[src/common/wwd_pkg.sv]
// Package for the window watchdog block: timing constants, modes and carriers.
// Assumes a 50 MHz core clock; analog front ends deliver digital levels.
package wwd_pkg;

   localparam int CLK_HZ = 50000000;
   // Factory windows, in microseconds as printed (ms figures times 1000).
   localparam longint OPEN_LOWER_US = 800000;
   localparam longint OPEN_UPPER_US = 1600000;
   localparam longint PULL_LOWER_US = 1850;
   localparam longint PULL_UPPER_US = 11000;
   // Capacitor mode: upper = 77.4 s/uF * C + 0.055 s; 77.4 s/uF = 77.4 us/pF.
   localparam longint CAP_SLOPE_NS_PER_PF = 77400;
   localparam longint CAP_OFFSET_US = 55000;
   // Charge reference 1.21 V at 375 nA: 3226.67 ns per pF of capacitance.
   localparam longint CHARGE_NS_PER_PF_X100 = 322667;
   // Comparator must stay tripped this long before reset is taken.
   localparam longint UV_FILTER_NS = 100;
   localparam longint UV_DEEP_FILTER_NS = 40;

   localparam int CW = 32;
   localparam logic [CW-1:0] OPEN_LOWER_CYC = CW'(OPEN_LOWER_US * CLK_HZ / 1000000);
   localparam logic [CW-1:0] OPEN_UPPER_CYC = CW'(OPEN_UPPER_US * CLK_HZ / 1000000);
   localparam logic [CW-1:0] PULL_LOWER_CYC = CW'(PULL_LOWER_US * CLK_HZ / 1000000);
   localparam logic [CW-1:0] PULL_UPPER_CYC = CW'(PULL_UPPER_US * CLK_HZ / 1000000);
   localparam logic [CW-1:0] CAP_OFFSET_CYC = CW'(CAP_OFFSET_US * CLK_HZ / 1000000);
   // Cycles of upper window per cycle of capacitor charge: 77400/3226.67.
   localparam logic [CW-1:0] CAP_RATIO_X100 =
      CW'(CAP_SLOPE_NS_PER_PF * 10000 / CHARGE_NS_PER_PF_X100);
   localparam logic [CW-1:0] UV_FILTER_CYC =
      CW'((UV_FILTER_NS * CLK_HZ + 999999999) / 1000000000);
   localparam logic [CW-1:0] UV_DEEP_CYC =
      CW'((UV_DEEP_FILTER_NS * CLK_HZ + 999999999) / 1000000000);
   localparam logic [CW-1:0] CNT_ONE = CW'(1);
   localparam logic [CW-1:0] PCT_100 = CW'(100);
   localparam logic [CW-1:0] PCT_85 = CW'(85);
   localparam logic [CW-1:0] CNT_MAX = '1;

   typedef enum logic [1:0]
   {
      SRC_OPEN = 2'h0,
      SRC_PULLUP = 2'h1,
      SRC_CAP = 2'h2
   } wwd_src_t;

   typedef enum logic [1:0]
   {
      ST_DETECT = 2'h0,
      ST_CHARGE = 2'h1,
      ST_RUN = 2'h2
   } wwd_state_t;

   // Analog front end levels sampled by the logic.
   typedef struct packed
   {
      logic supply_ok;      // Supply at or above minimum operating level.
      logic uv_trip;        // Undervoltage comparator below threshold.
      logic uv_deep;        // Comparator overdrive is large.
      logic pin_high;       // Timing pin reads high with no charge current.
      logic pin_pulled;     // Timing pin holds high against a weak sink.
      logic pin_at_ref;     // Timing pin has reached the charge reference.
   } wwd_afe_t;

   typedef struct packed
   {
      logic charge_en;      // Constant current source on the timing pin.
      logic reset_out_n;    // Reset level, low while asserted.
      logic fault_oe;       // Fault pin pulled low while high.
   } wwd_out_t;

endpackage

[src/verilog/wwd_core.sv]
// Window watchdog supervisor logic: timing source, window checks and outputs.
// Assumes the analog front end gives synchronous levels and a reset-time
// release handshake; reset_out_n and the fault pin are open drain outside.
//
// How it works
// - Below minimum operating supply, reset output stays low regardless of kicks.
// - While reset is asserted, the fault pin is released to high impedance.
// - Open or pulled-up timing pin gives factory windows; capacitor gives scaled.
// - Open pin: lower window 800 ms, upper 1600 ms typical.
// - Pulled-up pin: lower window 1.85 ms, upper 11.0 ms typical.
// - Capacitor charged by constant current to reference; interval sets window length.
// - Capacitor upper window equals 77.4 s per uF plus 0.055 s.
// - Capacitor lower window is half the upper; spread 0.85 to 1.15.
// - Short supply dips are filtered; long or deep dips assert reset.
// - Enable pin low disables watchdog, ignores kicks, fault pin released.
// - After first kick, falling edges outside the window assert the fault.
// - First kick has no lower window; must come before the upper.
// - Kicks ignored during reset; window checks resume after release.
`timescale 1ns/1ps
`default_nettype none

module wwd_core
   import wwd_pkg::*;
(
   input wire logic clk,
   input wire logic reset_n,
   input wire logic clk_en,
   input wire wwd_afe_t afe,
   input wire logic manual_reset_input_n,
   input wire logic reset_release,
   input wire logic watchdog_enable_pin,
   input wire logic watchdog_kick_in,
   output wwd_out_t pins,
   output logic watchdog_fault_out,
   output logic watchdog_fault_oe,
   output wwd_src_t window_source
);

   // -----------------------------------------------------------------
   // State
   // -----------------------------------------------------------------
   wwd_state_t state_q, state_d;
   wwd_src_t src_q, src_d;
   logic [CW-1:0] uv_cnt_q, uv_cnt_d;
   logic uv_rst_q, uv_rst_d;
   logic [CW-1:0] win_cnt_q, win_cnt_d;
   logic [CW-1:0] charge_q, charge_d;
   logic [CW-1:0] lower_q, lower_d;
   logic [CW-1:0] upper_q, upper_d;
   logic first_q, first_d;
   logic kick_q, kick_d;
   logic fault_q, fault_d;
   logic rst_hold;
   logic kick_fall;
   logic [CW-1:0] cap_upper;

   assign rst_hold = !afe.supply_ok || uv_rst_q || !manual_reset_input_n;
   assign kick_fall = kick_q && !watchdog_kick_in;
   assign cap_upper = CW'((64'(charge_q) * 64'(CAP_RATIO_X100)) / 64'(PCT_100))
                      + CAP_OFFSET_CYC;

   // -----------------------------------------------------------------
   // Supply supervision
   // -----------------------------------------------------------------
   always_comb
   begin
      uv_cnt_d = uv_cnt_q;
      uv_rst_d = uv_rst_q;
      if (!afe.uv_trip)
      begin
         uv_cnt_d = '0;
         if (reset_release)
            uv_rst_d = 1'b0;
      end
      else
      begin
         if (uv_cnt_q != CNT_MAX)
            uv_cnt_d = uv_cnt_q + CNT_ONE;
         // Deep overdrive needs a shorter stay below threshold.
         if (uv_cnt_q + CNT_ONE >= (afe.uv_deep ? UV_DEEP_CYC : UV_FILTER_CYC))
            uv_rst_d = 1'b1;
      end
   end

   always_ff @(posedge clk)
   begin
      if (!reset_n)
      begin
         uv_cnt_q <= '0;
         uv_rst_q <= 1'b1;
      end
      else if (clk_en)
      begin
         uv_cnt_q <= uv_cnt_d;
         uv_rst_q <= uv_rst_d;
      end
   end

   // -----------------------------------------------------------------
   // Timing source detection and window checking
   // -----------------------------------------------------------------
   always_comb
   begin
      state_d = state_q;
      src_d = src_q;
      win_cnt_d = win_cnt_q;
      charge_d = charge_q;
      lower_d = lower_q;
      upper_d = upper_q;
      first_d = first_q;
      fault_d = fault_q;
      kick_d = watchdog_kick_in;
      if (rst_hold)
      begin
         state_d = ST_DETECT;
         first_d = 1'b1;
         fault_d = 1'b0;
         win_cnt_d = '0;
      end
      else
      begin
         unique case (state_q)
            ST_DETECT:
            begin
               charge_d = '0;
               win_cnt_d = '0;
               if (afe.pin_high && afe.pin_pulled)
               begin
                  src_d = SRC_PULLUP;
                  lower_d = PULL_LOWER_CYC;
                  upper_d = PULL_UPPER_CYC;
                  state_d = ST_RUN;
               end
               else if (afe.pin_high)
               begin
                  src_d = SRC_OPEN;
                  lower_d = OPEN_LOWER_CYC;
                  upper_d = OPEN_UPPER_CYC;
                  state_d = ST_RUN;
               end
               else
               begin
                  src_d = SRC_CAP;
                  state_d = ST_CHARGE;
               end
            end
            ST_CHARGE:
            begin
               if (afe.pin_at_ref)
               begin
                  upper_d = cap_upper;
                  lower_d = cap_upper >> 1;
                  state_d = ST_RUN;
               end
               else if (charge_q != CNT_MAX)
                  charge_d = charge_q + CNT_ONE;
            end
            ST_RUN:
            begin
               if (!watchdog_enable_pin)
               begin
                  win_cnt_d = '0;
                  first_d = 1'b1;
                  fault_d = 1'b0;
               end
               else if (kick_fall)
               begin
                  // first edge has no lower bound
                  if (!first_q && (win_cnt_q < lower_q))
                     fault_d = 1'b1;
                  else
                     fault_d = 1'b0;
                  first_d = 1'b0;
                  win_cnt_d = '0;
               end
               else
               begin
                  if (win_cnt_q != CNT_MAX)
                     win_cnt_d = win_cnt_q + CNT_ONE;
                  if (win_cnt_q + CNT_ONE >= upper_q)
                  begin
                     fault_d = 1'b1;
                     win_cnt_d = '0;
                  end
               end
            end
            default:
               state_d = ST_DETECT;
         endcase
      end
   end

   always_ff @(posedge clk)
   begin
      if (!reset_n)
      begin
         state_q <= ST_DETECT;
         src_q <= SRC_OPEN;
         win_cnt_q <= '0;
         charge_q <= '0;
         lower_q <= OPEN_LOWER_CYC;
         upper_q <= OPEN_UPPER_CYC;
         first_q <= 1'b1;
         kick_q <= 1'b1;
         fault_q <= 1'b0;
      end
      else if (clk_en)
      begin
         state_q <= state_d;
         src_q <= src_d;
         win_cnt_q <= win_cnt_d;
         charge_q <= charge_d;
         lower_q <= lower_d;
         upper_q <= upper_d;
         first_q <= first_d;
         kick_q <= kick_d;
         fault_q <= fault_d;
      end
   end

   // -----------------------------------------------------------------
   // Outputs
   // -----------------------------------------------------------------
   // The pin is only ever pulled low; the fault output level is constant.
   assign watchdog_fault_out = 1'b0;
   assign watchdog_fault_oe = fault_q && !rst_hold && watchdog_enable_pin;
   assign pins.fault_oe = watchdog_fault_oe;
   assign pins.reset_out_n = !rst_hold;
   assign pins.charge_en = (state_q == ST_CHARGE) && !rst_hold;
   assign window_source = src_q;

endmodule

`default_nettype wire
[config.mk]
export PLATFORM = sky130hd
export DESIGN_NAME = wwd_core
export DESIGN_NICKNAME = d
export VERILOG_FILES = /design/src/common/wwd_pkg.sv /design/src/verilog/wwd_core.sv
export SDC_FILE = /design/constraint.sdc
export NUM_CORES = 1
export LEC_CHECK = 0
export BUFFER_PORTS_ARGS = -buffer_cell sky130_fd_sc_hd__buf_2
export CAP_MARGIN = 30
export CORE_MARGIN = 2
export CORE_UTILIZATION = 35
export CTS_BUF_LIST = sky130_fd_sc_hd__clkbuf_4
export DETAILED_ROUTE_END_ITERATION = 10
export GPL_ROUTABILITY_DRIVEN = 0
export GPL_TIMING_DRIVEN = 0
export PLACE_DENSITY = 0.53
export SLEW_MARGIN = 40
export SYNTH_ARGS = -nofsm -noshare
export SYNTH_HDL_FRONTEND = slang
export SYNTH_SLANG_ARGS = --single-unit
[constraint.sdc]
create_clock -name clk -period 24 [get_ports clk]
set_clock_uncertainty 0.1 [all_clocks]
set_input_delay 4.8 -clock clk [delete_from_list [all_inputs] [get_ports clk]]
set_output_delay 4.8 -clock clk [all_outputs]
set_load 0.05 [all_outputs]
==> summary.txt <==
Global routing
  • First-pass GRT wire length: approximately 140,000 um
  • Largest net degree at the start of global routing: 17
  • Total track usage: 0.2122
  • Antenna violations before repair: 3
  • Vias in the first global route: about 27,000
  • GRT overflow: 0

Pwr
  • Sw Ratio: 0.2841
  • Pwr dens: ~12 mW/mm2
  • Clk pwr share: 0.388
  • Gate power share: 0.056
  • VDD IR max: about 0.021 mV
  • Switching power: approximately 0.00012 W
  • LEAKAGE: 15.02 nW
  • Reg power frac: 0.556
  • Internal power: between 0.0003 and 0.0004 W

STA
  • Minimum clock period: approximately 27 ns
  • Pin slew with the least headroom to its limit: 0.9946 ns
  • RSZ-0062 raised after global routing: yes
  • Setup_tns: -118.91 ns
  • Setup violators final: between 40 and 50
  • Fin. Hold Viols: 0
  • Relative slew margins: 0.3321
  • Max Clk Rate: roughly 37 MHz
  • Final worst setup slack: -3.339 ns
  • Slew Limit Fails: 0
  • Final Cycle Share: 1.139

CTS
  • Cts bufs inserted: 17
  • Root Driver: clkbuf_4
  • H-tree lvl count: 4
  • Hold Buf Count CTS: 0
  • Clk buf depth: 2
  • CTS tree: yes
  • Reg clk slew, reported paths: approximately 0.13 ns
  • CTS sink cnt: ~150
  • Clk_lat worst skew: 0.72 ns

Critical path
  • Buf/Inv on CP: 20
  • Most used cell along the critical path: buf_4
  • Crit path capture type: register
  • Reg2Reg Depth: between 100 and 150
  • Delay-heaviest family, CP: compound AO/OA/AOI/OAI gates
  • Slowest CP cell: or4_4
  • Crit start category: register
  • Crit Path Category: register to register
  • CP Data Required Time: between 20 and 25 ns
  • Crit path largest cell delay: slightly below 0.6 ns
  • Number of stages on the worst setup path: 117
  • CP arrival: between 20 and 30 ns
  • Crit-path max FO: 10

Floorplan
  • Core area: about 0.08 mm2
  • Initial core utilization: 0.3539
  • Die area: 0.08216 mm2
  • Chip Height: 286.6 um
  • I/O pin total: 20
  • Chip Width: roughly 290 um
  • # rows: ~100

Synth
  • Distinct cell type count after synthesis: approximately 180
  • Synth Cell Area: approximately 0.028 mm2
  • Synth async-reset ratio: 0
  • Most used DFF post-synth: dfxtp_1
  • Ys Warns: 0
  • Register area share after synthesis: 0.1053
  • Cells after synthesis: about 3,500
  • Post-synth EDFFs: 0
  • Syn_nets: between 3,000 and 4,000
  • Register bit total from synthesis: around 150
  • Syn avg cell area: approximately 8 um2

Outcome
  • Outcome: finished, violations left
  • Failing checks: negative setup slack

Route
  • WL met1: 42,790 um
  • Avg WL per Cell: roughly 18 um
  • Antenna-violating nets left: 0
  • DRC Markers: 0
  • Iter 0 DRT Violations: 1,622
  • Via-to-Cell Ratio: ~5.6
  • Met2 Routed Length: between 40,000 and 50,000 um
  • Post-Route WL: 88,990 um
  • Drt pass-1 iters: 6
  • Top Metal Used: met4
  • Routed wl met3: a little under 3000 um
  • DR vias: roughly 27,000

Placement
  • Pre-CTS setup slack: -6.421 ns
  • Placed Instances: approximately 4,600
  • HPWL Detailed: 67,300 um
  • Port buffer count: 16
  • Post-DP Area: 0.03030 mm2

Final layout
  • Filler cells: between 7,000 and 8,000
  • Final instance area: roughly 0.036 mm2
  • NumNets Final: ~4,200
  • P&R area growth vs syn: 28.52%
  • Share of cells above drive strength 1: 0.3014
  • Final Instance Count excl. Fillers: ~4,900

Run
  • Max_cap viols: 0

Worst hold path
  • Worst hold stages: 2
  • Hold Path Class: register to register
cell type report:
| type | instances | area (um2) | area share |
|---|---|---|---|
| Multi-Input combinational cell | 2909 | 26470 | 0.7367 |
| Sequential cell | 147 | 3040 | 0.08461 |
| Timing Repair Buffer | 342 | 2708 | 0.07535 |
| Tap cell | 1050 | 1314 | 0.03656 |
| Inverter | 311 | 1167 | 0.03249 |
| Buffer | 127 | 955.9 | 0.02660 |
| Clock buffer | 19 | 142.6 | 0.003969 |
| Clock inverter | 13 | 131.4 | 0.003656 |
| Antenna cell | 1 | 2.502 | 0.00006964 |
through the flow:
stage / total power, W / hold WS (ns) / utilization
4_1_cts: 0.0004453 / 0.3762 / 0.4407
3_5_place_dp: 0.0002738 / 0.3612 / 0.3835
2_1_floorplan: 0.0002628 / 0.3351 / -
5_1_grt: 0.0004542 / 0.3943 / 0.4549
6_report: 0.0004366 / 0.3794 / 0.4549
3_3_place_gp: 0.0002738 / 0.3553 / 0.3829
layout by cell type, fill, tap and decap left out, types with 68 or more instances in the layout:
cell type / instances
buf_4: 303
xnor2_1: 92
dfxtp_1: 115
xor2_1: 68
o21ai_0: 133
nand2_1: 247
a21oi_1: 150
nor2b_1: 75
nor2_1: 234
fa_1: 137
ha_1: 212
inv_1: 306
nand3_1: 116
tightest hold or removal path, delay by kind of cell (launching register included):
kind	cells	cell delay, ns
DFF	1	0.34
and+or+nand+nor	1	0.06
AOI/OAI and AO/OA	1	0.05
registers in the layout, summed over array words and instances (netlist names), 2 cells and up:
register / cells
state_q: 2
uv_cnt_q: 32
window_source: 2
charge_q: 32
upper_q: 31
lower_q: 12
win_cnt_q: 32
Yosys cell counts (74+ instances only):
cell,instances,area share
a21oi_1,186,0.033
dfxtp_1,147,0.11
fa_1,141,0.10
ha_1,233,0.10
inv_1,310,0.042
nand2_1,258,0.035
nand3_1,125,0.022
nor2_1,262,0.035
nor2b_1,77,0.017
nor3_1,87,0.016
o21ai_0,170,0.030
xnor2_1,137,0.043
xor2_1,74,0.023
power groups by stage:
stage,clock network (W),logic (W),registers [W]
CTS,0.000178,0.0000244,0.000243
global route,0.000185,0.0000264,0.000243
global placement,0,0.0000242,0.000250
detailed placement,0,0.0000242,0.000250
finish,0.000170,0.0000243,0.000243
floorplan,0,0.0000134,0.000249
worst paths after layout:
check | from | endpoint | slack [ns]
setup / recovery | charge_q[25] | lower_q[30] | -3.34
hold / removal | upper_q[17] | upper_q[17] | 0.38
setup reg to reg | charge_q[25] | lower_q[30] | -3.34
hold reg to reg | upper_q[17] | upper_q[17] | 0.38
routing by layer:
| metal | GRT usage | vias up |
|---|---|---|
| met5 | 0 | - |
| met4 | 0.05301 | 0 |
| met3 | 0.01916 | 88 |
| met2 | 0.3533 | 583 |
| met1 | 0.2944 | 13211 |
| li1 | - | 13471 |
cell families after synthesis:
group	synth area share
adder cells (fa/ha/maj)	0.2110
AND/OR/NAND/NOR	0.2188
AO/OA/AOI/OAI	0.2899
flip-flops	0.1053
other	0.0001341
XOR/XNOR	0.07411
buffers and inverters	0.07509
multiplexers	0.02560
repair_timing:
| action | CTS | global route |
|---|---|---|
| pin swaps | 232 | 76 |
| setup endpoints to repair | 43 | 43 |
| gates cloned | 4 | 0 |
| resized for setup | 419 | 117 |
| setup buffers | 265 | 59 |
Power figures use the tool's default switching activity.
